$ cat src/rsw_supervisor_regs.vh
// constants for the supervisor: timing, watchdog period codes, tick divider
`ifndef RSW_SUPERVISOR_REGS_VH
`define RSW_SUPERVISOR_REGS_VH
`define RSW_CLK_HZ         50000000
`define RSW_OSC_HZ         32768
`define RSW_RESET_MS       250
`define RSW_WD_SHORT_MS    250
`define RSW_WD_MID_MS      750
`define RSW_WD_LONG_MS     1750
`define RSW_TICKS(ms)      (((ms) * `RSW_OSC_HZ) / 1000)
`define RSW_SEL_OFF        2'h3
`define RSW_SEL_SHORT      2'h2
`define RSW_SEL_MID        2'h1
`define RSW_SEL_LONG       2'h0
`define RSW_POLICY_STD     1'h0
`define RSW_POLICY_LEGACY  1'h1
`define RSW_CNT_W          16
`endif

$ cat src/rsw_tick_gen.v
// fractional divider making a one-cycle 32.768 kHz tick from the system clock
`timescale 1ns/1ps
`include "rsw_supervisor_regs.vh"
module rsw_tick_gen #(
	parameter CLK_HZ = `RSW_CLK_HZ,
	parameter OSC_HZ = `RSW_OSC_HZ
) (
	input  wire clk_sys,
	input  wire rst,
	output reg  tick
);
	reg  [31:0] acc;
	wire [32:0] sum = {1'b0, acc} + OSC_HZ;

	// phase accumulator keeps the long-term rate exact, jitter is one cycle
	always @(posedge clk_sys)
	begin
		if (rst)
		begin
			acc  <= 32'h0;
			tick <= 1'b0;
		end
		else if (sum >= CLK_HZ)
		begin
			acc  <= sum[31:0] - CLK_HZ;
			tick <= 1'b1;
		end
		else
		begin
			acc  <= sum[31:0];
			tick <= 1'b0;
		end
	end
endmodule // rsw_tick_gen

$ cat src/rsw_supervisor.v
// supply switchover, power-on/low-voltage reset and bus watchdog
//
// Notes on behaviour
// - policy bit 0 selects standard switchover with a 2.2 V trip level.
// - policy bit 1 selects legacy switchover: supply against battery only.
// - standard: battery mode needs supply below battery and below trip.
// - standard: back to supply when above battery or above trip level.
// - legacy: battery mode when supply below battery minus hysteresis.
// - battery bus disable bit decides if the bus answers in battery mode.
// - reset active at power-up, released 250 ms after supply is good.
// - memory access blocked while power-on reset is active.
// - period select: 11 off, 10 250 ms, 01 750 ms, 00 1.75 s.
// - watchdog counter held idle when period select is off.
// - each bus START reloads the watchdog to its full period.
// - expiry without START asserts reset for one reset timeout period.
// - a START during a reset timeout period has no effect.
// - watchdog suspended entirely in battery mode.
// - low-voltage reset held until 250 ms after supply recovers.
// - reset raised in battery mode holds until back in supply mode.
`timescale 1ns/1ps
`include "rsw_supervisor_regs.vh"
module rsw_supervisor #(
	parameter CNT_W = `RSW_CNT_W
) (
	input  wire       clk_sys,
	input  wire       rst,
	input  wire       supply_switch_policy,
	input  wire       battery_bus_disable,
	input  wire       watchdog_period_sel_hi,
	input  wire       watchdog_period_sel_lo,
	input  wire       vdd_below_bat_hys,
	input  wire       vdd_below_trip,
	input  wire       vdd_above_bat_hys,
	input  wire       vdd_above_trip_hys,
	input  wire       vdd_above_reset,
	input  wire       scl_in,
	input  wire       sda_in,
	output reg        battery_mode,
	output reg        reset_n,
	output reg        bus_enable,
	output reg        mem_access_enable,
	output reg        watchdog_active,
	output reg        watchdog_bite
);
	localparam [CNT_W-1:0] RST_TICKS  = `RSW_TICKS(`RSW_RESET_MS);
	localparam [CNT_W-1:0] WD_SHORT   = `RSW_TICKS(`RSW_WD_SHORT_MS);
	localparam [CNT_W-1:0] WD_MID     = `RSW_TICKS(`RSW_WD_MID_MS);
	localparam [CNT_W-1:0] WD_LONG    = `RSW_TICKS(`RSW_WD_LONG_MS);
	localparam [1:0]       ST_HOLD    = 2'h0;
	localparam [1:0]       ST_TIMEOUT = 2'h1;
	localparam [1:0]       ST_RUN     = 2'h2;

	wire             tick;
	wire [1:0]       wd_sel;
	reg  [1:0]       state;
	reg  [1:0]       next_state;
	reg  [CNT_W-1:0] rst_cnt;
	reg  [CNT_W-1:0] wd_cnt;
	reg              scl_d;
	reg              sda_d;
	reg              por_done;
	reg              next_battery;
	wire             start_seen;
	wire             wd_run;

	assign wd_sel = {watchdog_period_sel_hi, watchdog_period_sel_lo};

	// period select decode, used for reload; the enable test compares wd_sel with the off code
	function [CNT_W-1:0] wd_period;
		input [1:0] sel;
		begin
			case (sel)
				`RSW_SEL_SHORT: wd_period = WD_SHORT;
				`RSW_SEL_MID:   wd_period = WD_MID;
				`RSW_SEL_LONG:  wd_period = WD_LONG;
				default:        wd_period = {CNT_W{1'b0}};
			endcase
		end
	endfunction

	rsw_tick_gen u_tick (
		.clk_sys (clk_sys),
		.rst     (rst),
		.tick    (tick)
	);

	////////////////////////////////////////////////////////////////////////
	// supply switchover; comparator flags arrive already thresholded
	always @*
	begin
		next_battery = battery_mode;
		if (supply_switch_policy == `RSW_POLICY_STD)
		begin
			if (!battery_mode && vdd_below_bat_hys && vdd_below_trip)
				next_battery = 1'b1;
			else if (battery_mode &&
				(vdd_above_bat_hys || vdd_above_trip_hys))
				next_battery = 1'b0;
		end
		else
		begin
			// legacy runs from the higher source, hysteresis both ways
			if (!battery_mode && vdd_below_bat_hys)
				next_battery = 1'b1;
			else if (battery_mode && vdd_above_bat_hys)
				next_battery = 1'b0;
		end
	end

	always @(posedge clk_sys)
	begin
		if (rst)
			battery_mode <= 1'b0;
		else
			battery_mode <= next_battery;
	end

	////////////////////////////////////////////////////////////////////////
	// start detector: sda falls while scl stays high
	always @(posedge clk_sys)
	begin
		if (rst)
		begin
			scl_d <= 1'b1;
			sda_d <= 1'b1;
		end
		else
		begin
			scl_d <= scl_in;
			sda_d <= sda_in;
		end
	end

	assign start_seen = scl_d && scl_in && sda_d && !sda_in;
	assign wd_run = (wd_sel != `RSW_SEL_OFF) && !battery_mode;

	////////////////////////////////////////////////////////////////////////
	// reset sequencer: hold while supply low, then one timeout period
	always @*
	begin
		next_state = state;
		case (state)
			ST_HOLD:
				// battery-mode reset waits for supply mode as well
				if (vdd_above_reset && !battery_mode)
					next_state = ST_TIMEOUT;
			ST_TIMEOUT:
				if (!vdd_above_reset || battery_mode)
					next_state = ST_HOLD;
				else if (tick && rst_cnt == RST_TICKS - 1'b1)
					next_state = ST_RUN;
			ST_RUN:
				if (!vdd_above_reset)
					next_state = ST_HOLD;
				else if (wd_run && tick && wd_cnt == {CNT_W{1'b0}})
					next_state = ST_TIMEOUT;
			default:
				next_state = ST_HOLD;
		endcase
	end

	always @(posedge clk_sys)
	begin
		if (rst)
		begin
			state    <= ST_HOLD;
			rst_cnt  <= {CNT_W{1'b0}};
			por_done <= 1'b0;
		end
		else
		begin
			state <= next_state;
			if (next_state != ST_TIMEOUT || state != ST_TIMEOUT)
				rst_cnt <= {CNT_W{1'b0}};
			else if (tick)
				rst_cnt <= rst_cnt + 1'b1;
			if (state == ST_RUN)
				por_done <= 1'b1;
		end
	end

	////////////////////////////////////////////////////////////////////////
	// watchdog down-counter in oscillator ticks
	always @(posedge clk_sys)
	begin
		if (rst)
			wd_cnt <= {CNT_W{1'b0}};
		else if (!wd_run || state != ST_RUN)
			// idle at full period, zero when off; starts in timeout are ignored
			wd_cnt <= wd_period(wd_sel);
		else if (start_seen)
			wd_cnt <= wd_period(wd_sel);
		else if (tick && wd_cnt != {CNT_W{1'b0}})
			wd_cnt <= wd_cnt - 1'b1;
	end

	////////////////////////////////////////////////////////////////////////
	// registered outputs
	always @(posedge clk_sys)
	begin
		if (rst)
		begin
			reset_n           <= 1'b0;
			bus_enable        <= 1'b0;
			mem_access_enable <= 1'b0;
			watchdog_active   <= 1'b0;
			watchdog_bite     <= 1'b0;
		end
		else
		begin
			reset_n <= (next_state == ST_RUN);
			// bus only off in battery mode when software asks for it
			bus_enable <= !(battery_mode && battery_bus_disable);
			mem_access_enable <= por_done || next_state == ST_RUN;
			watchdog_active <= wd_run && state == ST_RUN;
			watchdog_bite <= state == ST_RUN && next_state == ST_TIMEOUT;
		end
	end
endmodule // rsw_supervisor

$ cat config.mk
export PLATFORM = sky130hd
export DESIGN_NAME = rsw_supervisor
export DESIGN_NICKNAME = d
export VERILOG_FILES = /design/src/rsw_tick_gen.v /design/src/rsw_supervisor.v
export VERILOG_INCLUDE_DIRS = /design/src /design/src/src
export SDC_FILE = /design/constraint.sdc
export NUM_CORES = 1
export LEC_CHECK = 0
export BUFFER_PORTS_ARGS = -buffer_cell sky130_fd_sc_hd__buf_2
export CORE_MARGIN = 2
export CORE_UTILIZATION = 55
export CTS_CLUSTER_SIZE = 25
export DETAILED_ROUTE_END_ITERATION = 8
export PLACE_DENSITY = 0.83
export SYNTH_ARGS = -nofsm -noshare
export SYNTH_HDL_FRONTEND = slang
export SYNTH_SLANG_ARGS = --single-unit
$ cat constraint.sdc
create_clock -name clk_sys -period 2.5 [get_ports clk_sys]
set_input_delay 0.5 -clock clk_sys [delete_from_list [all_inputs] [get_ports clk_sys]]
set_output_delay 0.5 -clock clk_sys [all_outputs]
set_load 0.02 [all_outputs]
# Yosys cells after proc, flatten, opt, wreduce, memory -nomap -nowiden
# Index checks and enable logic that the tools add are counted.
word_totals:
  register_bits: 76
  output_inout_bits: 6
  inputBits: 13
  elab_cells: 82
classes:
  mux: 17
  n_reduce_logical: 34
  n_eq_ne: 12
  add_sub_neg: 4
  order_cmp: 1
op_table:
  columns: ["cell", "count"]
  rows:
  - ["$mux 16", 3]
  - ["$pmux 16 s3", 1]
  - ["$add 32x16->33 const B", 1]
  - ["$ge 33x26->1 const B", 1]
  - ["$mux 32", 1]
  - ["$sub 32x26->32 const B", 1]
  - ["$add 16x1->16 const B", 1]
  - ["$eq 16x13->1 const B", 1]
  - ["$logic_and 1x1->1", 16]
  - ["$logic_not 16->1", 1]
  - ["$reduce_bool 16->1", 1]
  - ["$sub 16x1->16 const B", 1]
  - ["$mux 2", 5]
  - ["$eq 2x1->1 const B", 3]
  - ["$eq 2x2->1 const B", 3]
  - ["$mux 1", 6]
  - ["$pmux 2 s3", 1]
  - ["$reduce_bool 3->1", 2]
  - ["$logic_not 1->1", 5]
  - ["$logic_or 1x1->1", 5]
  - ["$logic_not 2->1", 2]
  - ["$ne 2x1->1 const B", 2]
  - ["$ne 2x2->1 const B", 2]
  - ["$ne 3x1->1 const B", 1]
  - ["2 further kinds", 2]

# Depth between registers and ports, before layout
# Gate-level depths: netlist (run 1).
depth:
  ltp_word: 10
  depth_mapped: 10
  ltp_nobuf: 9

# By module
# Synthesis (run 1) repeated with hierarchy kept, for this count alone.
hier_totals:
  hier_cells: 443
  area_unflattened_um2: 3814.9
modules_own_cells:
  columns: ["mod", "area_each_um2", "cells_per_inst", "n_inst"]
  rows:
  - ["rsw_supervisor", 2044.5, 226, 1]
  - ["rsw_tick_gen", 1770.4, 217, 1]

# Worst setup path before layout (run 1)
# OpenSTA, ideal clock, no wires.
synth_path:
  path_kind: "reg-to-reg"
  startpoint: "register u_tick.acc[15]"
  endpoint: "register u_tick.acc[14]"
  path_stages_with_launch: 10
  path_buffers: 1
  setup_time_ns: 0.070
  slack_ns: -0.209
  arrival_time_ns: 2.638
  cell_sequence: "dfxtp_1 -> ha_1 -> clkbuf_1 -> or3b_2 -> o22a_1 -> a211oi_1 -> nand4_2 -> and4_4 -> or4_1 -> a21oi_1"
synth_between:
  elab_chain_len: 3
synth_rtl:
  columns: ["item", "line", "source"]
  rows:
  - ["from (decl)", "rsw_tick_gen.v:12", "reg [31:0] acc;"]
  - ["from (signal assigned)", "rsw_tick_gen.v:25", "acc <= sum[31:0] - CLK_HZ;"]
  - ["from (signal assigned)", "rsw_tick_gen.v:30", "acc <= sum[31:0];"]
  - ["$add 32x16->33", "rsw_tick_gen.v:13", "wire [32:0] sum = {1'b0, acc} + OSC_HZ;"]
  - ["$ge 33x26->1", "rsw_tick_gen.v:23", "else if (sum >= CLK_HZ)"]
  - ["$mux 32", "rsw_tick_gen.v:23", null]
# No other way between the ends.
# A chain may end at the register's enable or synchronous reset.

# Worst setup path after layout (run 1)
layout_path:
  startpoint: "register u_tick.acc[8]"
  endpoint: "register u_tick.acc[22]"
layout_between:
  elab_chain_len: 3
  word_cells_on_any_way: 4
layout_rtl:
  columns: ["item", "line"]
  rows:
  - ["$add 32x16->33 (*)", "rsw_tick_gen.v:13"]
  - ["$sub 32x26->32 / $ge 33x26->1 (equally long branches)", "rsw_tick_gen.v:25, rsw_tick_gen.v:23"]
  - ["$mux 32 (*)", "rsw_tick_gen.v:23"]
# Every way passes the cells marked *; elsewhere a longest branch is shown, timed or not.

==> summary.md, run 1 <==
| Metric | Value |
|---|---|
| Synth area leader | `dfxtp_1` |
| Avg WL per Cell | `20.8 um` |
| Avg Cell Area, Syn | `around 8.3 um^2` |
| Worst skew pair latency | `0.37 ns` |
| Share of layout cells above drive strength 1 | `~33%` |
| Async set or reset register ratio after synthesis | `0%` |
| Gpl congestion | `between 0.9 and 1` |
| Unique masters post-synth | `60` |
| Slowest cell on the critical path | `or4b_4` |
| Hold depth | `2` |
| Lkg Pwr | `0.00197 uW` |
| TritonCTS clock tree | `built` |
| CP endpoint kind | `flip-flop` |
| Largest net degree at the start of global routing | `36` |
| CTS sink cnt | `69` |
| Final setup viols | `26` |
| Max-Cap Viols | `0` |
| Vias in the first global route | `3554` |
| R2R depth | `11` |
| Mux cell area share after synthesis | `1.37%` |
| DRC violations left | `0` |
| Placed Instances | `587` |
| Hold Path End | `bus_enable` |
| CP max stage delay | `between 0.5 and 0.6 ns` |
| First-pass GRT wire length | `16.4 mm` |
| Synthesized cell area | `3750 um^2` |
| Max_slew headroom | `60.5%` |
| Status | `finished, violations left` |
| Leading post-synthesis cells by cell area | `dfxtp_1 (37%), nor2_1 (6.4%), xnor2_1 (4.7%)` |
| Ordered cell list for the critical path | `inv_1 -> ha_1 -> or4b_4 -> a31oi_4 -> o21ai_1 -> a41oi_2 -> buf_6 -> nand4_4 -> buf_12 -> a31o_1 -> a21oi_1` |
| H-tree Lvls | `3` |
| Synth Register Bits | `69` |
| CTS max path bufs | `2` |
| Die width | `86.5 um` |
| First-pass DRT Iterations | `5` |
| Final ANT Viol Nets | `0` |
| Max Freq | `348 MHz` |
| CP arrival | `3.14 ns` |
| PortBufs | `18` |
| CTS buffer count | `9` |
| Xor-xnor portion of the synthesized cell area | `9.12%` |
| Global route overflow | `0` |
| Ant diodes | `0` |
| # nets final | `549` |
| Setup CP Type | `reg2reg` |
| Core box area | `approximately 6700 um^2` |
| Hold path start | `battery_bus_disable` |
| DR vias | `4127` |
| First DRT Iteration DRCs | `between 400 and 500` |
| Final Skew | `0.00984 ns` |
| Synthesis Warnings | `0` |
| Worst setup margin | `-0.372 ns` |
| Final Slew Violations | `0` |
| Simple logic cell fraction of the synthesized area | `31.2%` |
| EDFF count, synth | `0` |
| Combinational family with the most area after synthesis | `simple AND/OR/NAND/NOR gates` |
| Io pins | `19` |
| Initial core utilization | `a little under three fifths` |
| Critical path origin | `u_tick.acc[8]` |
| Final Critical Period | `2.87 ns` |
| Fin cells | `614` |
| P per Cell Area | `960 nW/um^2` |
| RSZ-0062 raised after global routing | `yes` |
| Routed WL | `12.8 mm` |
| Footprint of the multi-input gates | `between 2000 and 2500 um^2` |
| Ys flop type | `dfxtp_1` |
| Worst setup SP type | `flip-flop` |
| Violated checks | `negative setup slack` |
| Worst EP required | `between 2 and 3 ns` |
| GRT Overall Usage | `27.5%` |
| Yosys top cell area share | `between 30% and 40%` |
| Vias/cell | `~6.7` |
| Period utilisation layout | `115%` |
| Worst slack at placement | `-0.241 ns` |
| Worst min path class | `in2reg` |
| FF/Latch Area | `roughly 1400 um^2` |
| Compound-Gate Fraction of Synth Area | `between 10% and 20%` |
| Gate Count Post-Synth | `452` |
| Total Die Area | `~7500 um^2` |
| Clk slew on worst S/H paths | `0.08 ns` |
| Worst-margin pin slew | `between 0.5 and 0.6 ns` |
| Sequential share of the synthesized area | `between 30% and 40%` |
| Die height | `86.5 um` |
| Reg-to-Reg Start | `u_tick.acc[8]` |
| Initial antenna violation count | `0` |
| R2R Path End | `u_tick.acc[22]` |
| Synth Area in Adders | `2.34%` |
| Fin. Hold Viols | `0` |
| Fillers | `between 400 and 500` |
| Post-DP HPWL | `6.31 mm` |
| Rows | `30` |
| Area growth from synthesis to layout | `30.4%` |
| Internal reg-to-reg setup slack | `-0.37 ns` |
| Clock Root Buffer | `clkbuf_8` |
| Syn Nets | `472` |
| CP max FO | `10` |
| Peak supply drop | `0.000861 V` |
-- report_power, final --
| group | internal [uW] | total [uW] | switching [uW] |
|---|---|---|---|
| clock network | 362 | 844 | 482 |
| logic | 1160 | 2420 | 1260 |
| registers | 1250 | 1420 | 177 |
-- placed cells by master, fill, tap and decap left out, types with 5 or more instances in the layout --
master	Yosys	layout
or3_1	7	7
and2_1	8	7
nor2_1	64	62
a21oi_1	30	25
nor3_1	14	11
dfxtp_2	0	6
a21oi_2	0	5
nand2_1	32	30
xnor2_1	20	19
buf_2	6	18
nor4_1	9	6
and3_1	9	6
clkbuf_8	0	9
inv_1	14	14
ha_1	7	6
or2_2	5	5
dfxtp_1	69	61
xor2_1	19	19
nand4_1	17	17
buf_4	2	51
buf_6	2	15
nand3_1	22	18
-- timing repair --
action                                  in CTS  in global routing
pin swaps                                   11                 13
cloned                                       1                  0
setup buffers                                7                  4
hold buffers                                 0                  0
endpoints found under the setup margin      26                 37
resized for setup                           37                 45
-- stage by stage --
step	cell area (um^2)	power [uW]	TNS [ns]	utilization, %	hold WS (ns)
after floorplan	3780	2540	-0.422	-	0.427
after global placement	4290	3000	-0.639	64.1	0.465
after detailed placement	4290	3070	-4.17	64.1	0.476
after CTS	4680	4150	-0.976	70.0	0.322
after global routing	4880	4820	-5.42	73.1	0.317
final	4880	4690	-4.10	73.1	0.316
-- layout make-up --
class	instances	area share [%]
Clock inverter	7	1.05
Inverter	14	1.08
Multi-Input combinational cell	350	51.2
Clock buffer	9	2.54
Sequential cell	69	28.6
Timing Repair Buffer	85	13.6
Tap cell	80	2.05
-- logic make-up (layout without fill, tap and decap cells) --
family | Yosys count | in the layout
DFF | 69 | 69
buffers and inverters | 34 | 115
xor gates and xnor gates | 39 | 39
AOI/OAI and AO/OA | 80 | 80
and+or+nand+nor | 218 | 219
adders and majority gates | 7 | 7
muxes | 5 | 5
-- synth_stat cells (5+ instances only) --
library cell	n
dfxtp_1	69
buf_2	6
or4_1	6
clkbuf_1	10
xor2_1	19
nor3_1	14
ha_1	7
nand3_1	22
nor4_1	9
and2_1	8
xnor2_1	20
or3_1	7
nor2_1	64
a21oi_1	30
or2_2	5
and3_1	9
nand4_1	17
nand2_1	32
inv_1	14
o21ai_0	9
-- flip-flops by register name, summed over array words and instances, names as in the netlist --
name               flops
u_tick.tick            1
mem_access_enable      1
reset_n                1
sda_d                  1
state                  2
wd_cnt                16
rst_cnt               16
u_tick.acc            25
por_done               1
battery_mode           1
watchdog_bite          1
bus_enable             1
watchdog_active        1
scl_d                  1
-- worst max path at each step --
| stage | end | slack [ns] | cells past startpoint |
|---|---|---|---|
| 2_1_floorplan | u_tick.acc[14] | -0.1 | 9 |
| 3_3_place_gp | u_tick.acc[30] | -0.16 | 7 |
| 3_5_place_dp | u_tick.acc[14] | -0.24 | 9 |
| 4_1_cts | u_tick.acc[10] | -0.1 | 12 |
| 5_1_grt | u_tick.acc[22] | -0.38 | 11 |
| 6_report | u_tick.acc[22] | -0.37 | 11 |
-- worst max-delay path: cells and delay by family, from the launching register on --
family | cells | cell delay (ns)
buf+inv | 3 | 0.50
flops | 1 | 0.32
simple gates | 2 | 0.67
fa+ha+maj | 1 | 0.17
compound gates | 5 | 1.13
-- per-layer routing --
metal / track usage (%) / wire [um] / part of all wire, %
met1: 32.7 / 4820 / 38
met4: 13.2 / 807 / 6.3
met5: 0 / 0 / 0
met3: 5.43 / 969 / 7.6
met2: 47.6 / 6170 / 48
No activity file was read; power rests on OpenSTA's default activity.
==> run 2, diff against run 1 <==
--- a/config.mk
+++ b/config.mk
@@ -9,9 +9,9 @@
 export BUFFER_PORTS_ARGS = -buffer_cell sky130_fd_sc_hd__buf_2
 export CORE_MARGIN = 2
 export CORE_UTILIZATION = 55
-export CTS_CLUSTER_SIZE = 25
+export CTS_CLUSTER_SIZE = 12
 export DETAILED_ROUTE_END_ITERATION = 8
-export PLACE_DENSITY = 0.83
+export PLACE_DENSITY = 0.79
 export SYNTH_ARGS = -nofsm -noshare
 export SYNTH_HDL_FRONTEND = slang
 export SYNTH_SLANG_ARGS = --single-unit
==> run 2 against run 1 <==
Against the previous run: the flow still finishes with violations (negative setup slack); count of clock-buffer cells in the layout unchanged; cell area increased by 3.2%; sequential power about the same; via count down 3.5%; first-iteration DRC count shrank 30%; combinational power increased by 3%; die area is the same; critical path type unchanged; highest routed layer unchanged.
==> summary.md, run 2 (same netlist as run 1, synthesis figures left out) <==
| Metric | Value |
|---|---|
| Status | `finished, violations left` |
| Violated checks | `negative setup slack` |
| GRT Overall Usage | `26.3% (-1.2 points)` |
| Initial core utilization | `56.1% (unchanged)` |
| Largest registers | `u_tick.acc: 25 flops, rst_cnt: 16 flops, wd_cnt: 16 flops` |
| PortBufs | `18 (unchanged)` |
| Ant diodes | `0 (unchanged)` |
| H-tree Lvls | `3 (unchanged)` |
| Worst EP required | `2.68 ns (-0.09 ns)` |
| Final Slew Violations | `0 (unchanged)` |
| Switch share | `38.1% (-2.8 points)` |
| Post-DP HPWL | `6.27 mm (-0.57%)` |
| Post-layout util | `75.4% (+2.3 points)` |
| Worst min path class | `in2reg` |
| Worst setup SP type | `flip-flop` |
| CTS buffer count | `9 (unchanged)` |
| CTS sink cnt | `69 (unchanged)` |
| DR vias | `3984 (-3.5%)` |
| Max reg flops | `25 (unchanged)` |
| Area growth from synthesis to layout | `34.6%` |
| Most used cell along the critical path | `buf_6` |
| Slowest cell on the critical path | `or4_4` |
| Worst setup margin | `-0.362 ns (+0.0101 ns)` |
| Gate power share | `50.8% (-0.8 points)` |
| First-pass GRT wire length | `15.8 mm (-3.6%)` |
| Rows | `30 (unchanged)` |
| Int Pwr | `3030 uW (+9.6%)` |
| First DRT Iteration DRCs | `345 (-30%)` |
| First-pass DRT Iterations | `5 (unchanged)` |
| # nets final | `567 (+3.3%)` |
| Period utilisation layout | `114% (-0.40 points)` |
| DRC violations left | `0 (unchanged)` |
| Setup CP Type | `reg2reg` |
| Clock Root Buffer | `clkbuf_8` |
| CP max stage delay | `0.45 ns (-0.06 ns)` |
| CP max FO | `5 (-5)` |
| Largest net degree at the start of global routing | `36 (unchanged)` |
| Io pins | `19 (unchanged)` |
| Fin. Hold Viols | `0 (unchanged)` |
| Die height | `86.5 um (unchanged)` |
| Core box area | `6680 um^2 (unchanged)` |
| Fillers | `397 (-5.5%)` |
| Avg WL per Cell | `19.1 um (-8.1%)` |
| Kind of cell adding the most delay to the critical path | `simple AND/OR/NAND/NOR gates` |
| Critical path buffers and inverters | `3 (unchanged)` |
| Ordered cell list for the critical path | `nand4_2 -> or3_4 -> buf_6 -> or4_4 -> a311oi_4 -> and4_4 -> buf_6 -> buf_6 -> o211ai_1 -> o31ai_1` |
| Final Critical Period | `2.86 ns (-0.0101 ns)` |
| Max-Cap Viols | `0 (unchanged)` |
| P per Cell Area | `973 nW/um^2 (+1.4%)` |
| RSZ-0062 raised after global routing | `yes` |
| Worst slack at placement | `-0.165 ns (+0.0760 ns)` |
| Final ANT Viol Nets | `0 (unchanged)` |
| Total Die Area | `7490 um^2 (unchanged)` |
| Max Freq | `349 MHz (+0.35%)` |
| Max_slew headroom | `61.5% (+1.0 points)` |
| Final setup viols | `26 (unchanged)` |
| Global route overflow | `0 (unchanged)` |
| Gpl congestion | `0.847 (-7.3%)` |
| Sw Pwr | `1870 uW (-2.6%)` |
| Sequential power share | `28.7% (-1.7 points)` |
| Lkg Pwr | `0.00207 uW (+4.9%)` |
| Peak supply drop | `0.000900 V (+4.5%)` |
| CTS max path bufs | `2 (unchanged)` |
| TritonCTS clock tree | `built` |
| CP endpoint kind | `flip-flop` |
| Vias/cell | `6.31 (-6.1%)` |
| Routed WL | `12.1 mm (-5.6%)` |
| Clock Power Share | `20.5% (+2.5 points)` |
| # hold bufs at CTS | `0 (unchanged)` |
| Final Skew | `0.00713 ns (-0.00271 ns)` |
| Worst skew pair latency | `0.34 ns (-0.03 ns)` |
| Vias in the first global route | `3554 (unchanged)` |
| Most frequent cells in the layout | `buf_4 (67), nor2_1 (63), dfxtp_1 (61)` |
| Die width | `86.5 um (unchanged)` |
| Commonest non-fill, non-tap cell in the layout | `buf_4` |
| Initial antenna violation count | `0 (unchanged)` |
| Worst-margin pin slew | `0.573 ns (-0.0158 ns)` |
| CP arrival | `3.04 ns (-0.10 ns)` |
| Most flops, register | `u_tick.acc` |
| Share of layout cells above drive strength 1 | `34.3% (+1.7 points)` |
| Clk slew on worst S/H paths | `0.07 ns (about the same)` |
[run 2: cell types whose count changed in the layout (fill, tap and decap cells not counted), moves of 2 or more]
| cell | change |
|---|---|
| a21oi_2 | +2 |
| a21oi_1 | -3 |
| buf_6 | +4 |
| bufinv_16 | +2 |
| buf_4 | +16 |
| and4_4 | -2 |
[run 2: final cells by class]
class,instances,area (um^2),area share (%)
sequential,69,1400,27.7
clock buffer,9,124,2.46
tap,80,100,1.99
multi-input combinational,349,2470,49.0
inverter,14,52.6,1.04
clock inverter,6,88.8,1.76
timing repair buffer,104,807,16.0
[run 2: per-stage QoR]
stage               instance area (um^2)  TNS (ns)  std cells  total power (uW)  hold slack (ns)
floorplan                           3780    -0.422        452              2540            0.427
global placement                    4330    -0.550        595              2990            0.467
global route                        5040     -5.22        631              5080            0.325
detailed placement                  4330     -1.10        595              3040            0.470
CTS                                 4760    -0.953        623              4350            0.324
finish                              5040     -4.21        631              4900            0.331
[run 2: final timing paths]
check / start / endpoint / slack, ns / cells after the start
worst min-delay path: battery_bus_disable / bus_enable / 0.33 / 2
worst max-delay path: u_tick.acc[15] / u_tick.acc[16] / -0.36 / 10
worst max register to register: u_tick.acc[15] / u_tick.acc[16] / -0.36 / 10
worst min register to register: wd_cnt[13] / wd_cnt[13] / 0.48 / 2
[run 2: power by group through the flow]
| stage | Clock, uW | Sequential [uW] | Combinational [uW] |
|---|---|---|---|
| floorplan | 0 | 1360 | 1180 |
| global placement | 0 | 1380 | 1610 |
| detailed placement | 0 | 1390 | 1650 |
| CTS | 996 | 1380 | 1980 |
| global route | 1050 | 1410 | 2620 |
| finish | 1010 | 1410 | 2490 |
[run 2: metal layers]
| layer | wire [um] | track usage [%] | part of all wire, % | vias up |
|---|---|---|---|---|
| li1 | - | - | - | 1805 |
| met4 | 448 | 9.66 | 3.7 | 0 |
| met1 | 4720 | 32.0 | 39 | 1862 |
| met2 | 5980 | 46.0 | 50 | 254 |
| met5 | 0 | 0 | 0 | - |
| met3 | 906 | 5.05 | 7.5 | 63 |
[run 2: repair_timing]
action,in CTS,in global routing
buffers inserted,13,9
resized for setup,36,45
pin swaps,17,19
setup endpoints to repair,24,37
endpoints found under the hold margin,0,0
==> run 3, diff against run 2 <==
--- a/config.mk
+++ b/config.mk
@@ -11,7 +11,7 @@
 export CORE_UTILIZATION = 55
 export CTS_CLUSTER_SIZE = 12
 export DETAILED_ROUTE_END_ITERATION = 8
-export PLACE_DENSITY = 0.79
+export PLACE_DENSITY = 0.76
 export SYNTH_ARGS = -nofsm -noshare
 export SYNTH_HDL_FRONTEND = slang
 export SYNTH_SLANG_ARGS = --single-unit
==> run 3 against run 2 <==
Against the previous run: the flow still finishes with violations (negative setup slack); non-clock buffer count decreased by 9; routed wire length decreased by 13%; total power decreased by 3.3%; register-to-register slack improved by 0.18 ns; worst setup slack improved by 0.18 ns; combinational power shrank 5%; largest cell class unchanged; largest power group unchanged; clock skew grew 0.0069 ns.
==> summary.md, run 3 (same netlist as run 1, synthesis figures left out) <==
| Metric | Value |
|---|---|
| Gate power share | `50.0% (-0.8 points)` |
| Hold depth | `2 (unchanged)` |
| Worst skew pair latency | `0.36 ns (+0.02 ns)` |
| Rows | `30 (unchanged)` |
| Final Skew | `0.0140 ns (+0.00690 ns)` |
| GR Util met2 | `41.0% (-5.0 points)` |
| CTS sink cnt | `69 (unchanged)` |
| Die height | `86.5 um (unchanged)` |
| DP Area | `4290 um^2 (-0.92%)` |
| CP endpoint kind | `flip-flop` |
| Vias/cell | `5.97 (-5.4%)` |
| Status | `finished, violations left` |
| Lkg Pwr | `0.00203 uW (-1.9%)` |
| CTS max path bufs | `2 (unchanged)` |
| Max Freq | `373 MHz (+6.9%)` |
| Largest registers | `u_tick.acc: 25 flops, rst_cnt: 16 flops, wd_cnt: 16 flops` |
| RSZ-0062 raised after global routing | `yes` |
| Core box area | `6680 um^2 (unchanged)` |
| Sequential power share | `29.6% (+0.9 points)` |
| Ant diodes | `0 (unchanged)` |
| DR vias | `3721 (-6.6%)` |
| Share of layout cells above drive strength 1 | `33.5% (-0.78 points)` |
| CP arrival | `2.96 ns (-0.08 ns)` |
| Vias in the first global route | `3389 (-4.6%)` |
| P per Cell Area | `953 nW/um^2 (-2.1%)` |
| Switch share | `38.4% (+0.25 points)` |
| Setup CP Type | `reg2reg` |
| Post-layout util | `74.5% (-0.92 points)` |
| DRC violations left | `0 (unchanged)` |
| # hold bufs at CTS | `0 (unchanged)` |
| Initial core utilization | `56.1% (unchanged)` |
| Worst-margin pin slew | `0.527 ns (-0.0461 ns)` |
| Final ANT Viol Nets | `0 (unchanged)` |
| Met1 Use GR | `31.9% (-0.12 points)` |
| Cell area after layout | `4980 um^2 (-1.2%)` |
| Clock Root Buffer | `clkbuf_8` |
| Commonest non-fill, non-tap cell in the layout | `nor2_1` |
| Clk slew on worst S/H paths | `0.09 ns (+0.02 ns)` |
| Total Die Area | `7490 um^2 (unchanged)` |
| GR peak layer | `met2` |
| Violated checks | `negative setup slack` |
| Avg WL per Cell | `16.8 um (-12%)` |
| Setup TNS | `-1.70 ns (+2.51 ns)` |
| Gpl congestion | `0.852 (+0.61%)` |
| Initial antenna violation count | `0 (unchanged)` |
| Most flops, register | `u_tick.acc` |
| Sw Pwr | `1820 uW (-2.6%)` |
| Period utilisation layout | `107% (-7.4 points)` |
| Int Pwr | `2920 uW (-3.7%)` |
| GRT Overall Usage | `25.0% (-1.3 points)` |
| TritonCTS clock tree | `built` |
| Largest net degree at the start of global routing | `36 (unchanged)` |
| PortBufs | `18 (unchanged)` |
| H-tree Lvls | `3 (unchanged)` |
| Met3 Use GR | `4.86% (-0.19 points)` |
| CTS buffer count | `9 (unchanged)` |
| # nets final | `558 (-1.6%)` |
| Peak supply drop | `0.000985 V (+9.5%)` |
| Global route overflow | `0 (unchanged)` |
| Routed WL | `10.4 mm (-13%)` |
| Placed Instances | `588 (-1.2%)` |
| Final Critical Period | `2.68 ns (-0.184 ns)` |
| Fin. Hold Viols | `0 (unchanged)` |
| Post-route total power | `4740 uW (-3.3%)` |
| Max reg flops | `25 (unchanged)` |
| Clock Power Share | `20.4% (about the same)` |
| Final Slew Violations | `0 (unchanged)` |
| Final setup viols | `23 (-12%)` |
| Fin cells | `623 (-1.3%)` |
| First DRT Iteration DRCs | `273 (-21%)` |
| Worst setup margin | `-0.178 ns (+0.184 ns)` |
| CP max FO | `6 (+1)` |
| Worst EP required | `2.78 ns (+0.10 ns)` |
| Post-DP HPWL | `6.06 mm (-3.3%)` |
| Max_slew headroom | `64.9% (+3.4 points)` |
| Area growth from synthesis to layout | `32.9%` |
| First-pass GRT wire length | `15.0 mm (-5.2%)` |
| Die width | `86.5 um (unchanged)` |
| First-pass DRT Iterations | `5 (unchanged)` |
| Io pins | `19 (unchanged)` |
| Most frequent cells in the layout | `nor2_1 (63), buf_4 (61), dfxtp_1 (60)` |
| Max-Cap Viols | `0 (unchanged)` |
| Worst setup SP type | `flip-flop` |
| R2R depth | `8 (-2)` |
| Worst min path class | `in2reg` |
==> run 3: cell types whose count changed in the layout (fill, tap and decap cells not counted), moves of 2 or more <==
cell     delta
buf_6       -6
a21oi_1     +3
a21oi_2     -2
inv_6       +2
buf_4       -6
dfxtp_4     +2
buf_12      +2
==> run 3: timing repair <==
action	4_1_cts	5_1_grt
buffers inserted	7	12
endpoints found under the setup margin	23	31
resized for setup	37	39
pin swaps	10	20
endpoints found under the hold margin	0	0
==> run 3: final timing paths <==
kind / from / to / slack, ns
worst min-delay path: battery_bus_disable / bus_enable / 0.32
worst max register to register: u_tick.acc[17] / u_tick.acc[14] / -0.18
worst max-delay path: u_tick.acc[17] / u_tick.acc[14] / -0.18
worst min register to register: por_done / por_done / 0.50
==> run 3: per-layer routing <==
layer | part of all wire (%) | up-vias | routed length, um
li1 | - | 1795 | -
met1 | 43 | 1752 | 4470
met2 | 49 | 142 | 5120
met3 | 4.8 | 32 | 497
met4 | 3.4 | 0 | 357
met5 | 0 | - | 0
==> run 3: power by group through the flow <==
| stage | Sequential [uW] | Clock [uW] | Combinational (uW) |
|---|---|---|---|
| final | 1400 | 970 | 2370 |
| after global placement | 1380 | 0 | 1670 |
| after floorplan | 1360 | 0 | 1180 |
| after detailed placement | 1390 | 0 | 1730 |
| after global routing | 1410 | 1020 | 2520 |
| after CTS | 1370 | 977 | 1990 |
==> run 3: worst max-delay path: stages (launching register included) <==
cell     delay [ns]
dfxtp_2        0.37
buf_6          0.11
nand4_1        0.18
or4b_4         0.59
a31oi_4        0.28
a41oi_2        0.18
and4_4         0.25
or4_4          0.49
a21oi_2        0.16
==> run 3: area by class of cell <==
cell class	instances	area, um^2
timing repair buffer	95	749
clock buffer	9	124
inverter	14	52.6
tap	80	100
sequential	69	1400
multi-input combinational	349	2470
clock inverter	7	82.6
fill	439	1700
==> run 3: metrics by stage <==
step,hold WS [ns],setup slack [ns]
after detailed placement,0.474,-0.222
after floorplan,0.427,-0.0975
after global routing,0.314,-0.255
final,0.318,-0.178
after CTS,0.311,-0.108
after global placement,0.465,-0.121
